==> src/design/ubre_pkg.sv <==
// Purpose: Constants for the bus reset exit block.
// Assumes: core_clk at 25 MHz.
// Notes: Line states use the full-speed J/K/SE0 coding.
package ubre_pkg;
   // ----------------------------------------
   // Timing
   // ----------------------------------------
   localparam int UBRE_CLK_KHZ = 25000;
   localparam int UBRE_RESET_SE0_US = 10000;
   localparam int UBRE_IDLE_US = 800;
   localparam int UBRE_RESET_CYC = UBRE_RESET_SE0_US * (UBRE_CLK_KHZ / 1000);
   localparam int UBRE_IDLE_CYC = UBRE_IDLE_US * (UBRE_CLK_KHZ / 1000);
   localparam int UBRE_CNT_W = 18;
   // ----------------------------------------
   // Link states
   // ----------------------------------------
   typedef enum logic [1:0]
   {
      UBRE_ST_CONNECTED = 2'b00,
      UBRE_ST_RESET = 2'b01
   } ubre_state_type;
endpackage

==> src/design/ubre_bus_reset_exit.sv <==
// Purpose: Detects USB bus reset and decides exit to connected state.
// Assumes: dp/dm are raw pins; override is on-chip and synchronous.
// Notes: Counts above 4096 cycles are parameters for short simulations.
`timescale 1ns/100ps
`default_nettype none
module ubre_bus_reset_exit
   import ubre_pkg::*;
#(
   parameter int RESET_CYC = UBRE_RESET_CYC,
   parameter int IDLE_CYC = UBRE_IDLE_CYC,
   parameter bit FIXED_REV = 1'b0
)
(
   input wire logic core_clk,
   input wire logic srst,
   input wire logic dp_in,
   input wire logic dm_in,
   input wire logic force_j_en,
   input wire logic debug_override_pin,
   input wire logic pkt_valid,
   output logic in_reset,
   output logic connected,
   output logic pkt_accept
);
   // ----------------------------------------
   // Pin synchronisers
   // ----------------------------------------
   logic [1:0] dp_sync_reg;
   logic [1:0] dm_sync_reg;
   logic [1:0] dp_sync_next;
   logic [1:0] dm_sync_next;
   logic dp_view;
   logic dm_view;
   logic se0;
   logic jst;
   ubre_state_type state_reg;
   ubre_state_type state_next;
   logic [UBRE_CNT_W-1:0] se0_cnt_reg;
   logic [UBRE_CNT_W-1:0] se0_cnt_next;
   logic [UBRE_CNT_W-1:0] idle_cnt_reg;
   logic [UBRE_CNT_W-1:0] idle_cnt_next;
   logic accept_reg;
   logic accept_next;

   // Shift raw pins; first stage feeds only the second
   always_comb
   begin
      dp_sync_next = {dp_sync_reg[0], dp_in};
      dm_sync_next = {dm_sync_reg[0], dm_in};
   end

   always_ff @(posedge core_clk)
   begin
      // Reset to the idle J view so no false SE0 follows reset
      if (srst)
      begin
         dp_sync_reg <= 2'h3;
         dm_sync_reg <= 2'h0;
      end
      else
      begin
         dp_sync_reg <= dp_sync_next;
         dm_sync_reg <= dm_sync_next;
      end
   end

   // ----------------------------------------
   // Line view with debug override
   // ----------------------------------------
   // forced J view
   // pin level ignored, only the internal enable steers the view
   assign dp_view = force_j_en ? 1'b1 : dp_sync_reg[1];
   assign dm_view = force_j_en ? 1'b0 : dm_sync_reg[1];
   assign se0 = !dp_view && !dm_view;
   assign jst = dp_view && !dm_view;

   // ----------------------------------------
   // Reset and exit state machine
   // ----------------------------------------
   // ----------------------------------------
   // SE0 run length
   // ----------------------------------------
   logic se0_full;
   logic se0_long;

   // Counter saturates so a very long SE0 never wraps back to zero
   assign se0_full = se0_cnt_reg >= UBRE_CNT_W'(RESET_CYC);
   assign se0_long = se0 && se0_cnt_reg == UBRE_CNT_W'(RESET_CYC - 1);

   // Any cycle without SE0 clears the run
   always_comb
   begin
      se0_cnt_next = '0;
      if (se0)
      begin
         se0_cnt_next = se0_cnt_reg;
         if (!se0_full)
         begin
            se0_cnt_next = UBRE_CNT_W'(se0_cnt_reg + 1'b1);
         end
      end
   end

   always_ff @(posedge core_clk)
   begin
      if (srst)
      begin
         se0_cnt_reg <= '0;
      end
      else
      begin
         se0_cnt_reg <= se0_cnt_next;
      end
   end

   // ----------------------------------------
   // Idle J run length
   // ----------------------------------------
   logic idle_done;

   // Last cycle of the required unbroken idle interval
   assign idle_done = idle_cnt_reg == UBRE_CNT_W'(IDLE_CYC - 1);

   // Counts only while waiting in reset; the fixed revision never uses it
   always_comb
   begin
      idle_cnt_next = '0;
      if (!FIXED_REV && state_reg == UBRE_ST_RESET && jst && !idle_done)
      begin
         idle_cnt_next = UBRE_CNT_W'(idle_cnt_reg + 1'b1);
      end
   end

   always_ff @(posedge core_clk)
   begin
      if (srst)
      begin
         idle_cnt_reg <= '0;
      end
      else
      begin
         idle_cnt_reg <= idle_cnt_next;
      end
   end

   // ----------------------------------------
   // Reset and exit state machine
   // ----------------------------------------
   // Bus traffic to other devices shows K/SE0 and holds the device in reset;
   // that is the known weakness of the older revision, kept on purpose
   always_comb
   begin
      state_next = state_reg;
      unique case (state_reg)
         UBRE_ST_CONNECTED:
         begin
            if (se0_long)
            begin
               state_next = UBRE_ST_RESET;
            end
         end
         UBRE_ST_RESET:
         begin
            if (FIXED_REV)
            begin
               if (!se0)
               begin
                  state_next = UBRE_ST_CONNECTED;
               end
            end
            else if (jst && idle_done)
            begin
               state_next = UBRE_ST_CONNECTED;
            end
         end
         default:
         begin
            // Illegal code falls back to the safe reset state
            state_next = UBRE_ST_RESET;
         end
      endcase
   end

   always_ff @(posedge core_clk)
   begin
      if (srst)
      begin
         state_reg <= UBRE_ST_RESET;
      end
      else
      begin
         state_reg <= state_next;
      end
   end

   // ----------------------------------------
   // Packet gate
   // ----------------------------------------
   // accept only when connected
   // Uses the present state, so a packet in the exit cycle is still refused
   always_comb
   begin
      accept_next = pkt_valid && state_reg == UBRE_ST_CONNECTED;
   end

   always_ff @(posedge core_clk)
   begin
      if (srst)
      begin
         accept_reg <= 1'b0;
      end
      else
      begin
         accept_reg <= accept_next;
      end
   end

   assign pkt_accept = accept_reg;

   // ----------------------------------------
   // Status outputs
   // ----------------------------------------
   logic in_reset_next;
   logic connected_next;

   // Decoded from the next state so the flags track the state register
   always_comb
   begin
      in_reset_next = state_next == UBRE_ST_RESET;
      connected_next = state_next == UBRE_ST_CONNECTED;
   end

   always_ff @(posedge core_clk)
   begin
      if (srst)
      begin
         in_reset <= 1'b1;
         connected <= 1'b0;
      end
      else
      begin
         in_reset <= in_reset_next;
         connected <= connected_next;
      end
   end

   // ----------------------------------------
   // Unused pin
   // ----------------------------------------
   // pin level ignored
   // Kept as a port so the override path matches the pin map
   logic unused_pin;
   assign unused_pin = debug_override_pin;
endmodule
`default_nettype wire

==> config.mk <==
export PLATFORM = sky130hd
export DESIGN_NAME = ubre_bus_reset_exit
export DESIGN_NICKNAME = d
export VERILOG_FILES = /design/src/design/ubre_pkg.sv /design/src/design/ubre_bus_reset_exit.sv
export SDC_FILE = /design/constraint.sdc
export NUM_CORES = 1
export LEC_CHECK = 0
export ABC_AREA = 0
export BUFFER_PORTS_ARGS = -buffer_cell sky130_fd_sc_hd__clkbuf_2
export CAP_MARGIN = 20
export CELL_PAD_IN_SITES_DETAIL_PLACEMENT = 1
export CELL_PAD_IN_SITES_GLOBAL_PLACEMENT = 1
export CORE_AREA = 2 2 69 71
export CTS_CLUSTER_SIZE = 25
export DETAILED_ROUTE_END_ITERATION = 8
export DIE_AREA = 0 0 71 73
export PLACE_DENSITY_LB_ADDON = 0.05
export SLEW_MARGIN = 10
export SYNTH_ARGS = -nofsm -noshare
export SYNTH_HDL_FRONTEND = slang
export SYNTH_SLANG_ARGS = --single-unit
==> constraint.sdc <==
create_clock -name core_clk -period 3 [get_ports core_clk]
set_input_delay 0.45 -clock core_clk [delete_from_list [all_inputs] [get_ports core_clk]]
set_output_delay 0.45 -clock core_clk [all_outputs]
set_load 0.005 [all_outputs]
==> out/metrics.csv, run 1 <==
stage;metric;value;unit
run_status;run_status;complete, no violations;
clocking;cts_tree;built;
sta;final_max_slew_viol_count;0;
sta;grt_setup_unrepaired;false;
synthesis;synth_compound_area_share;13.0;%
layout;fillers;545;
critical_path;cp-start-kind;register;
clocking;cts_resized;0;
floorplan;die_w;71;um
critical_path;rrSetupSlack;0.76;ns
critical_path;critPathRequiredTime;3.22;ns
layout;area_delta_synth_final;10.2;%
synthesis;synth.cell_area;0.00207;mm2
detailed_routing;drc_errors;0;
synthesis;ys.flop_type;dfxtp_1;
sta;max_freq;0.446;GHz
grt;grt_pass1_wl;8360;um
placed_design;pre_cts_ws;0.728;ns
placed_design;dp_hpwl;3410;um
clocking;clock-root-buffer;clkbuf_8;
floorplan;core;0.00454;mm2
power_and_ir_drop;ir_worst_vdd;236;uV
synthesis;synth-edff-count;0;
run;cap_viol_max_count;0;
grt;grt_start_max_net_pins;23;
sta;setup-tns-final;0;ns
clocking;cts_num_sinks;45;
synthesis;syn_inst;242;
synthesis;synth_top_family_by_area;simple AND/OR/NAND/NOR gates;
detailed_routing;postRouteAntennaNets;0;
detailed_routing;routedWlPerCell;15.2;um
synthesis;synth_cell_types;43;
clocking;htreeDepth;2;
synthesis;synth_xor_area_share;5.49;%
min_path;min_to;dp_sync_reg[0];
synthesis;synthAdderAreaFrac;1.81;%
critical_path;path_cells;nor4_1 > a311oi_4 > or4_1 > a21oi_1;
grt;grt_pass1_vias;1855;
power_and_ir_drop;power.leakage;0.774;nW
synthesis;synth.ff_latch_count;45;
floorplan;rows;25;
layout;final_common_cell;dfxtp_1;
synthesis;async_flop_share;0;%
grt;antenna_found_initial;0;
placed_design;place.gp.congestion;0.764;
clocking;cts_inserted_buffers;5;
critical_path;r2r-end;se0_cnt_reg[15];
min_path;hp-start;dp_in;
synthesis;muxShareOfSynthArea;0;%
min_path;holdPathStages;2;
synthesis;seq_area_frac_synth;43.5;%
critical_path;cpMaxStageDelayCell;nor4_1;
sta;finalSetupViolations;0;
clocking;clock_path_buffers;2;
sta;hold_viol;0;
synthesis;yosys_warnings;0;
layout;instances_no_fill;304;
floorplan;dieArea;0.00518;mm2
critical_path;rr_startpoint;se0_cnt_reg[9];
sta;fin_skew;0.00813;ns
detailed_routing;avgViaCountPerCell;5.78;
critical_path;worstSetupEndpointType;register;
layout;nets;259;
clocking;holdBufCountCts;0;
critical_path;path_max_fanout;22;
power_and_ir_drop;power_density;506;mW/mm2
sta;timing.slew.headroom;45.0;%
clocking;path_clk_slew;0.09;ns
sta;timing.final.crit_share;74.8;%
synthesis;synth-simple-area-share;32.5;%
critical_path;worst-setup-path-type;register to register;
detailed_routing;wl;4610;um
detailed_routing;first_iter_violations;44;
floorplan;die_y;73;um
min_path;hold_class;input port to register;
floorplan;start_util;45.7;%
grt;grt_use_total;20.1;%
critical_path;cp_data_arrival_time;2.46;ns
critical_path;critical-path-max-stage-delay;0.66;ns
synthesis;avgSynthCellArea;8.57;um2
sta;worstMarginPinSlew;0.825;ns
layout;drive_above_1_share;12.0;%
detailed_routing;drt_pass1_iterations;4;
placed_design;io_buffers;8;
clocking;clock_latency;0.29;ns
sta;min_period;2.24;ns
clocking;post_cts_buffers;0;
placed_design;place_inst;296;
detailed_routing;num_vias;1758;
layout;antenna_cells;0;
sta;postLayoutSetupSlackWorst;0.756;ns
layout;mostFrequentLayoutCells;45 x dfxtp_1, 26 x nor2_1, 20 x nand2_1;
sta;holdWs;0.361;ns
grt;overflow;0;
synthesis;synth_fp_nets;252;
critical_path;reg2regPathDepth;4;
floorplan;io_pins;10;
==> worst max-delay path, delay by kind of cell (launching register included) <==
kind | cells | cell delay, ns
flip-flops | 1 | 0.36
AND/OR/NAND/NOR | 2 | 1.26
AO/OA/AOI/OAI | 2 | 0.54
==> routing by layer <==
metal	global-route usage, %	part of all wire [%]	up-vias
met5	0	0	-
met2	37.0	53	19
met3	4.28	2.4	9
met4	7.34	1.6	0
li1	-	-	891
met1	22.9	43	839
==> logic make-up (layout without fill, tap and decap cells) <==
logic type / after synthesis / count (layout)
AO/OA/AOI/OAI: 44 / 44
XOR/XNOR: 13 / 13
adder cells (fa/ha/maj): 3 / 3
buffers and inverters: 14 / 22
flip-flops: 45 / 45
other: 1 / 1
AND/OR/NAND/NOR: 122 / 122
==> synth_stat cells, types with 3 or more instances <==
| cell type | instances | area, um2 |
|---|---|---|
| or3_1 | 9 | 56.3 |
| nor2b_1 | 3 | 18.8 |
| and2_1 | 4 | 25.0 |
| nor3_1 | 8 | 40.0 |
| nand4_1 | 12 | 75.1 |
| dfxtp_1 | 45 | 901 |
| xor2_1 | 7 | 61.3 |
| inv_1 | 5 | 18.8 |
| a21oi_1 | 15 | 75.1 |
| o21ai_0 | 13 | 65.1 |
| nand2_1 | 20 | 75.1 |
| clkbuf_1 | 3 | 11.3 |
| xnor2_1 | 6 | 52.6 |
| and4_1 | 3 | 26.3 |
| ha_1 | 3 | 37.5 |
| nor2_1 | 26 | 97.6 |
| or4_1 | 8 | 60.1 |
| nand3_1 | 12 | 60.1 |
| nor4_1 | 5 | 31.3 |
| o21a_1 | 3 | 22.5 |
| o31ai_1 | 4 | 30.0 |
==> power breakdown <==
group | switching [mW] | internal [mW]
logic | 0.0119 | 0.00728
clock network | 0.202 | 0.331
registers | 0.00284 | 0.601
total | 0.217 | 0.940
==> through the flow <==
step / util [%] / area [um2] / total power [mW]
detailed placement: 47.2 / 2140 / 0.638
floorplan: - / 2070 / 0.631
global placement: 47.2 / 2140 / 0.636
CTS: 50.1 / 2270 / 1.17
global route: 50.4 / 2280 / 1.21
finish: 50.4 / 2280 / 1.16
==> worst max-delay path by stage <==
stage               depth (start not counted)               end        startpoint
floorplan                                   5  idle_cnt_reg[11]  idle_cnt_reg[15]
global placement                            4   se0_cnt_reg[15]    se0_cnt_reg[9]
detailed placement                          4    se0_cnt_reg[6]    se0_cnt_reg[4]
CTS                                         4    se0_cnt_reg[6]    se0_cnt_reg[4]
global route                                4   se0_cnt_reg[15]   se0_cnt_reg[10]
finish                                      4   se0_cnt_reg[15]    se0_cnt_reg[9]
==> area by class of cell <==
class	instances	area, um2	area share [%]
Inverter	5	18.8	0.821
Sequential cell	45	901	39.4
Timing Repair Buffer	9	47.5	2.08
Clock inverter	3	65.1	2.85
Tap cell	54	67.6	2.96
Multi-Input combinational cell	183	1120	48.8
Clock buffer	5	68.8	3.01
No activity file was read; power rests on OpenSTA's default activity.
==> run 2: changes to the inputs <==
- CORE_AREA: 2 2 69 71 -> 2 2 75 77
- DIE_AREA: 0 0 71 73 -> 0 0 77 79
- clock period: 3 -> 1.9 ns (I/O delays scaled with it)
==> out/metrics.csv, run 2 (synthesis results as in run 1) <==
stage;metric;value;unit;change
detailed_routing;drt_pass1_iterations;4;;unchanged
clocking;cts_tree;built;;unchanged
power_and_ir_drop;ir_worst_vdd;378;uV;was 236 uV
sta;fin_skew;0.00948;ns;was 0.00813 ns
detailed_routing;first_iter_violations;22;;was 44
layout;fin_area;0.00252;mm2;was 0.00228 mm2
clocking;clock-root-buffer;clkbuf_8;;unchanged
placed_design;dp_hpwl;3650;um;was 3410 um
floorplan;rows;27;;was 25
critical_path;critPathRequiredTime;2.08;ns;was 3.22 ns
min_path;holdPathStages;2;;unchanged
layout;mostFrequentLayoutCells;43 x dfxtp_1, 30 x buf_4, 26 x nor2_1;;was 45 x dfxtp_1, 26 x nor2_1, 20 x nand2_1
run;cap_viol_max_count;0;;unchanged
critical_path;cp_data_arrival_time;1.97;ns;was 2.46 ns
sta;final_max_slew_viol_count;0;;unchanged
critical_path;rrSetupSlack;0.11;ns;was 0.76 ns
clocking;clock_latency;0.30;ns;was 0.29 ns
placed_design;place.gp.congestion;0.722;;was 0.764
detailed_routing;wl;4890;um;was 4610 um
grt;grt_pass1_wl;8670;um;was 8360 um
detailed_routing;routedWlPerCell;13.9;um;was 15.2 um
grt;grt_pass1_vias;1892;;was 1855
critical_path;r2r-end;idle_cnt_reg[13];;was se0_cnt_reg[15]
detailed_routing;drc_errors;0;;unchanged
power_and_ir_drop;power.leakage;0.913;nW;was 0.774 nW
layout;nets;289;;was 259
floorplan;core;0.00534;mm2;was 0.00454 mm2
detailed_routing;postRouteAntennaNets;0;;unchanged
layout;final_util;47.3;%;was 50.4%
clocking;cts_inserted_buffers;5;;unchanged
layout;area_delta_synth_final;21.8;%;was 10.2%
placed_design;io_buffers;8;;unchanged
sta;timing.slew.headroom;61.1;%;was 45.0%
floorplan;die_y;79;um;was 73 um
detailed_routing;dr_wl_met3;63;um;was 111 um
floorplan;start_util;38.8;%;was 45.7%
critical_path;worst-setup-path-type;register to register;;unchanged
sta;hold_viol;0;;unchanged
layout;drive_above_1_share;22.9;%;was 12.0%
critical_path;rr_startpoint;idle_cnt_reg[15];;was se0_cnt_reg[9]
sta;min_period;1.79;ns;was 2.24 ns
layout;antenna_cells;0;;unchanged
detailed_routing;num_vias;1851;;was 1758
min_path;hp-start;dp_in;;unchanged
clocking;path_clk_slew;0.08;ns;was 0.09 ns
clocking;clock_path_buffers;2;;unchanged
placed_design;placed_area;0.00240;mm2;was 0.00214 mm2
grt;antenna_found_initial;0;;unchanged
detailed_routing;avgViaCountPerCell;5.26;;was 5.78
layout;fillers;667;;was 545
floorplan;die_w;77;um;was 71 um
detailed_routing;wl_met1;2210;um;was 1980 um
min_path;hold_class;input port to register;;unchanged
run_status;run_status;complete, no violations;;unchanged
clocking;cts_num_sinks;45;;unchanged
critical_path;reg2regPathDepth;5;;was 4
sta;grt_setup_unrepaired;true;;was false
sta;max_freq;0.559;GHz;was 0.446 GHz
floorplan;dieArea;0.00608;mm2;was 0.00518 mm2
detailed_routing;wl_met2;2520;um;was 2450 um
critical_path;path_max_fanout;16;;was 22
detailed_routing;highest_layer;met4;;unchanged
clocking;htreeDepth;2;;unchanged
sta;timing.final.crit_share;94.2;%;was 74.8%
power_and_ir_drop;power_density;653;mW/mm2;was 506 mW/mm2
power_and_ir_drop;p_total;1.65;mW;was 1.16 mW
layout;final_common_cell;dfxtp_1;;unchanged
critical_path;worstSetupEndpointType;register;;unchanged
min_path;min_to;dp_sync_reg[0];;unchanged
grt;grt_use_total;17.8;%;was 20.1%
sta;finalSetupViolations;0;;unchanged
sta;setup-tns-final;0;ns;unchanged
floorplan;io_pins;10;;unchanged
grt;overflow;0;;unchanged
critical_path;cp-start-kind;register;;unchanged
sta;worstMarginPinSlew;0.584;ns;was 0.825 ns
grt;grt_start_max_net_pins;17;;was 23
-- run 2: critical path, cell delays in order (launching register included) --
cell	delay [ns]
dfxtp_1	0.35
or4b_2	0.72
nor3_2	0.24
a21o_2	0.18
buf_12	0.14
a21oi_1	0.05
-- run 2: worst max path at each step --
stage,startpoint,end,slack [ns],depth (start not counted)
2_1_floorplan,idle_cnt_reg[15],idle_cnt_reg[11],0.20,5
3_3_place_gp,se0_cnt_reg[6],se0_cnt_reg[4],0.05,5
3_5_place_dp,idle_cnt_reg[15],idle_cnt_reg[13],0.03,5
4_1_cts,idle_cnt_reg[15],idle_cnt_reg[13],0.02,5
5_1_grt,se0_cnt_reg[10],se0_cnt_reg[6],-0.002,6
6_report,idle_cnt_reg[15],idle_cnt_reg[13],0.11,5
-- run 2: metal layers --
layer / global-route usage, % / up-vias
li1: - / 950
met1: 20.6 / 883
met3: 3.07 / 8
met4: 7.14 / 0
met2: 32.6 / 10
met5: 0 / -
-- run 2: cell type report --
type | instances | area, um2 | area share (%)
Sequential cell | 45 | 903 | 35.8
Timing Repair Buffer | 39 | 285 | 11.3
Tap cell | 72 | 90.1 | 3.57
Inverter | 5 | 18.8 | 0.743
Clock buffer | 7 | 96.3 | 3.82
Clock inverter | 1 | 5.00 | 0.198
Multi-Input combinational cell | 183 | 1130 | 44.6
-- run 2: what timing repair did --
item                       CTS  global route
setup endpoints to repair    0            27
buffers inserted             0             0
resized for setup            0             5
hold buffers                 0             0
-- run 2: power by group --
group / total (mW) / leakage (nW) / switching, mW / internal (mW)
Clock: 0.657 / 0.0542 / 0.328 / 0.329
Combinational: 0.0365 / 0.494 / 0.0196 / 0.0170
Sequential: 0.954 / 0.365 / 0.00431 / 0.950
-- run 2: through the flow --
step	hold WS, ns	worst slack (ns)	instances
final	0.170	0.110	352
after global routing	0.162	-0.00198	352
after detailed placement	0.396	0.0331	344
after global placement	0.391	0.0527	344
after floorplan	0.357	0.200	242
after CTS	0.158	0.0160	352
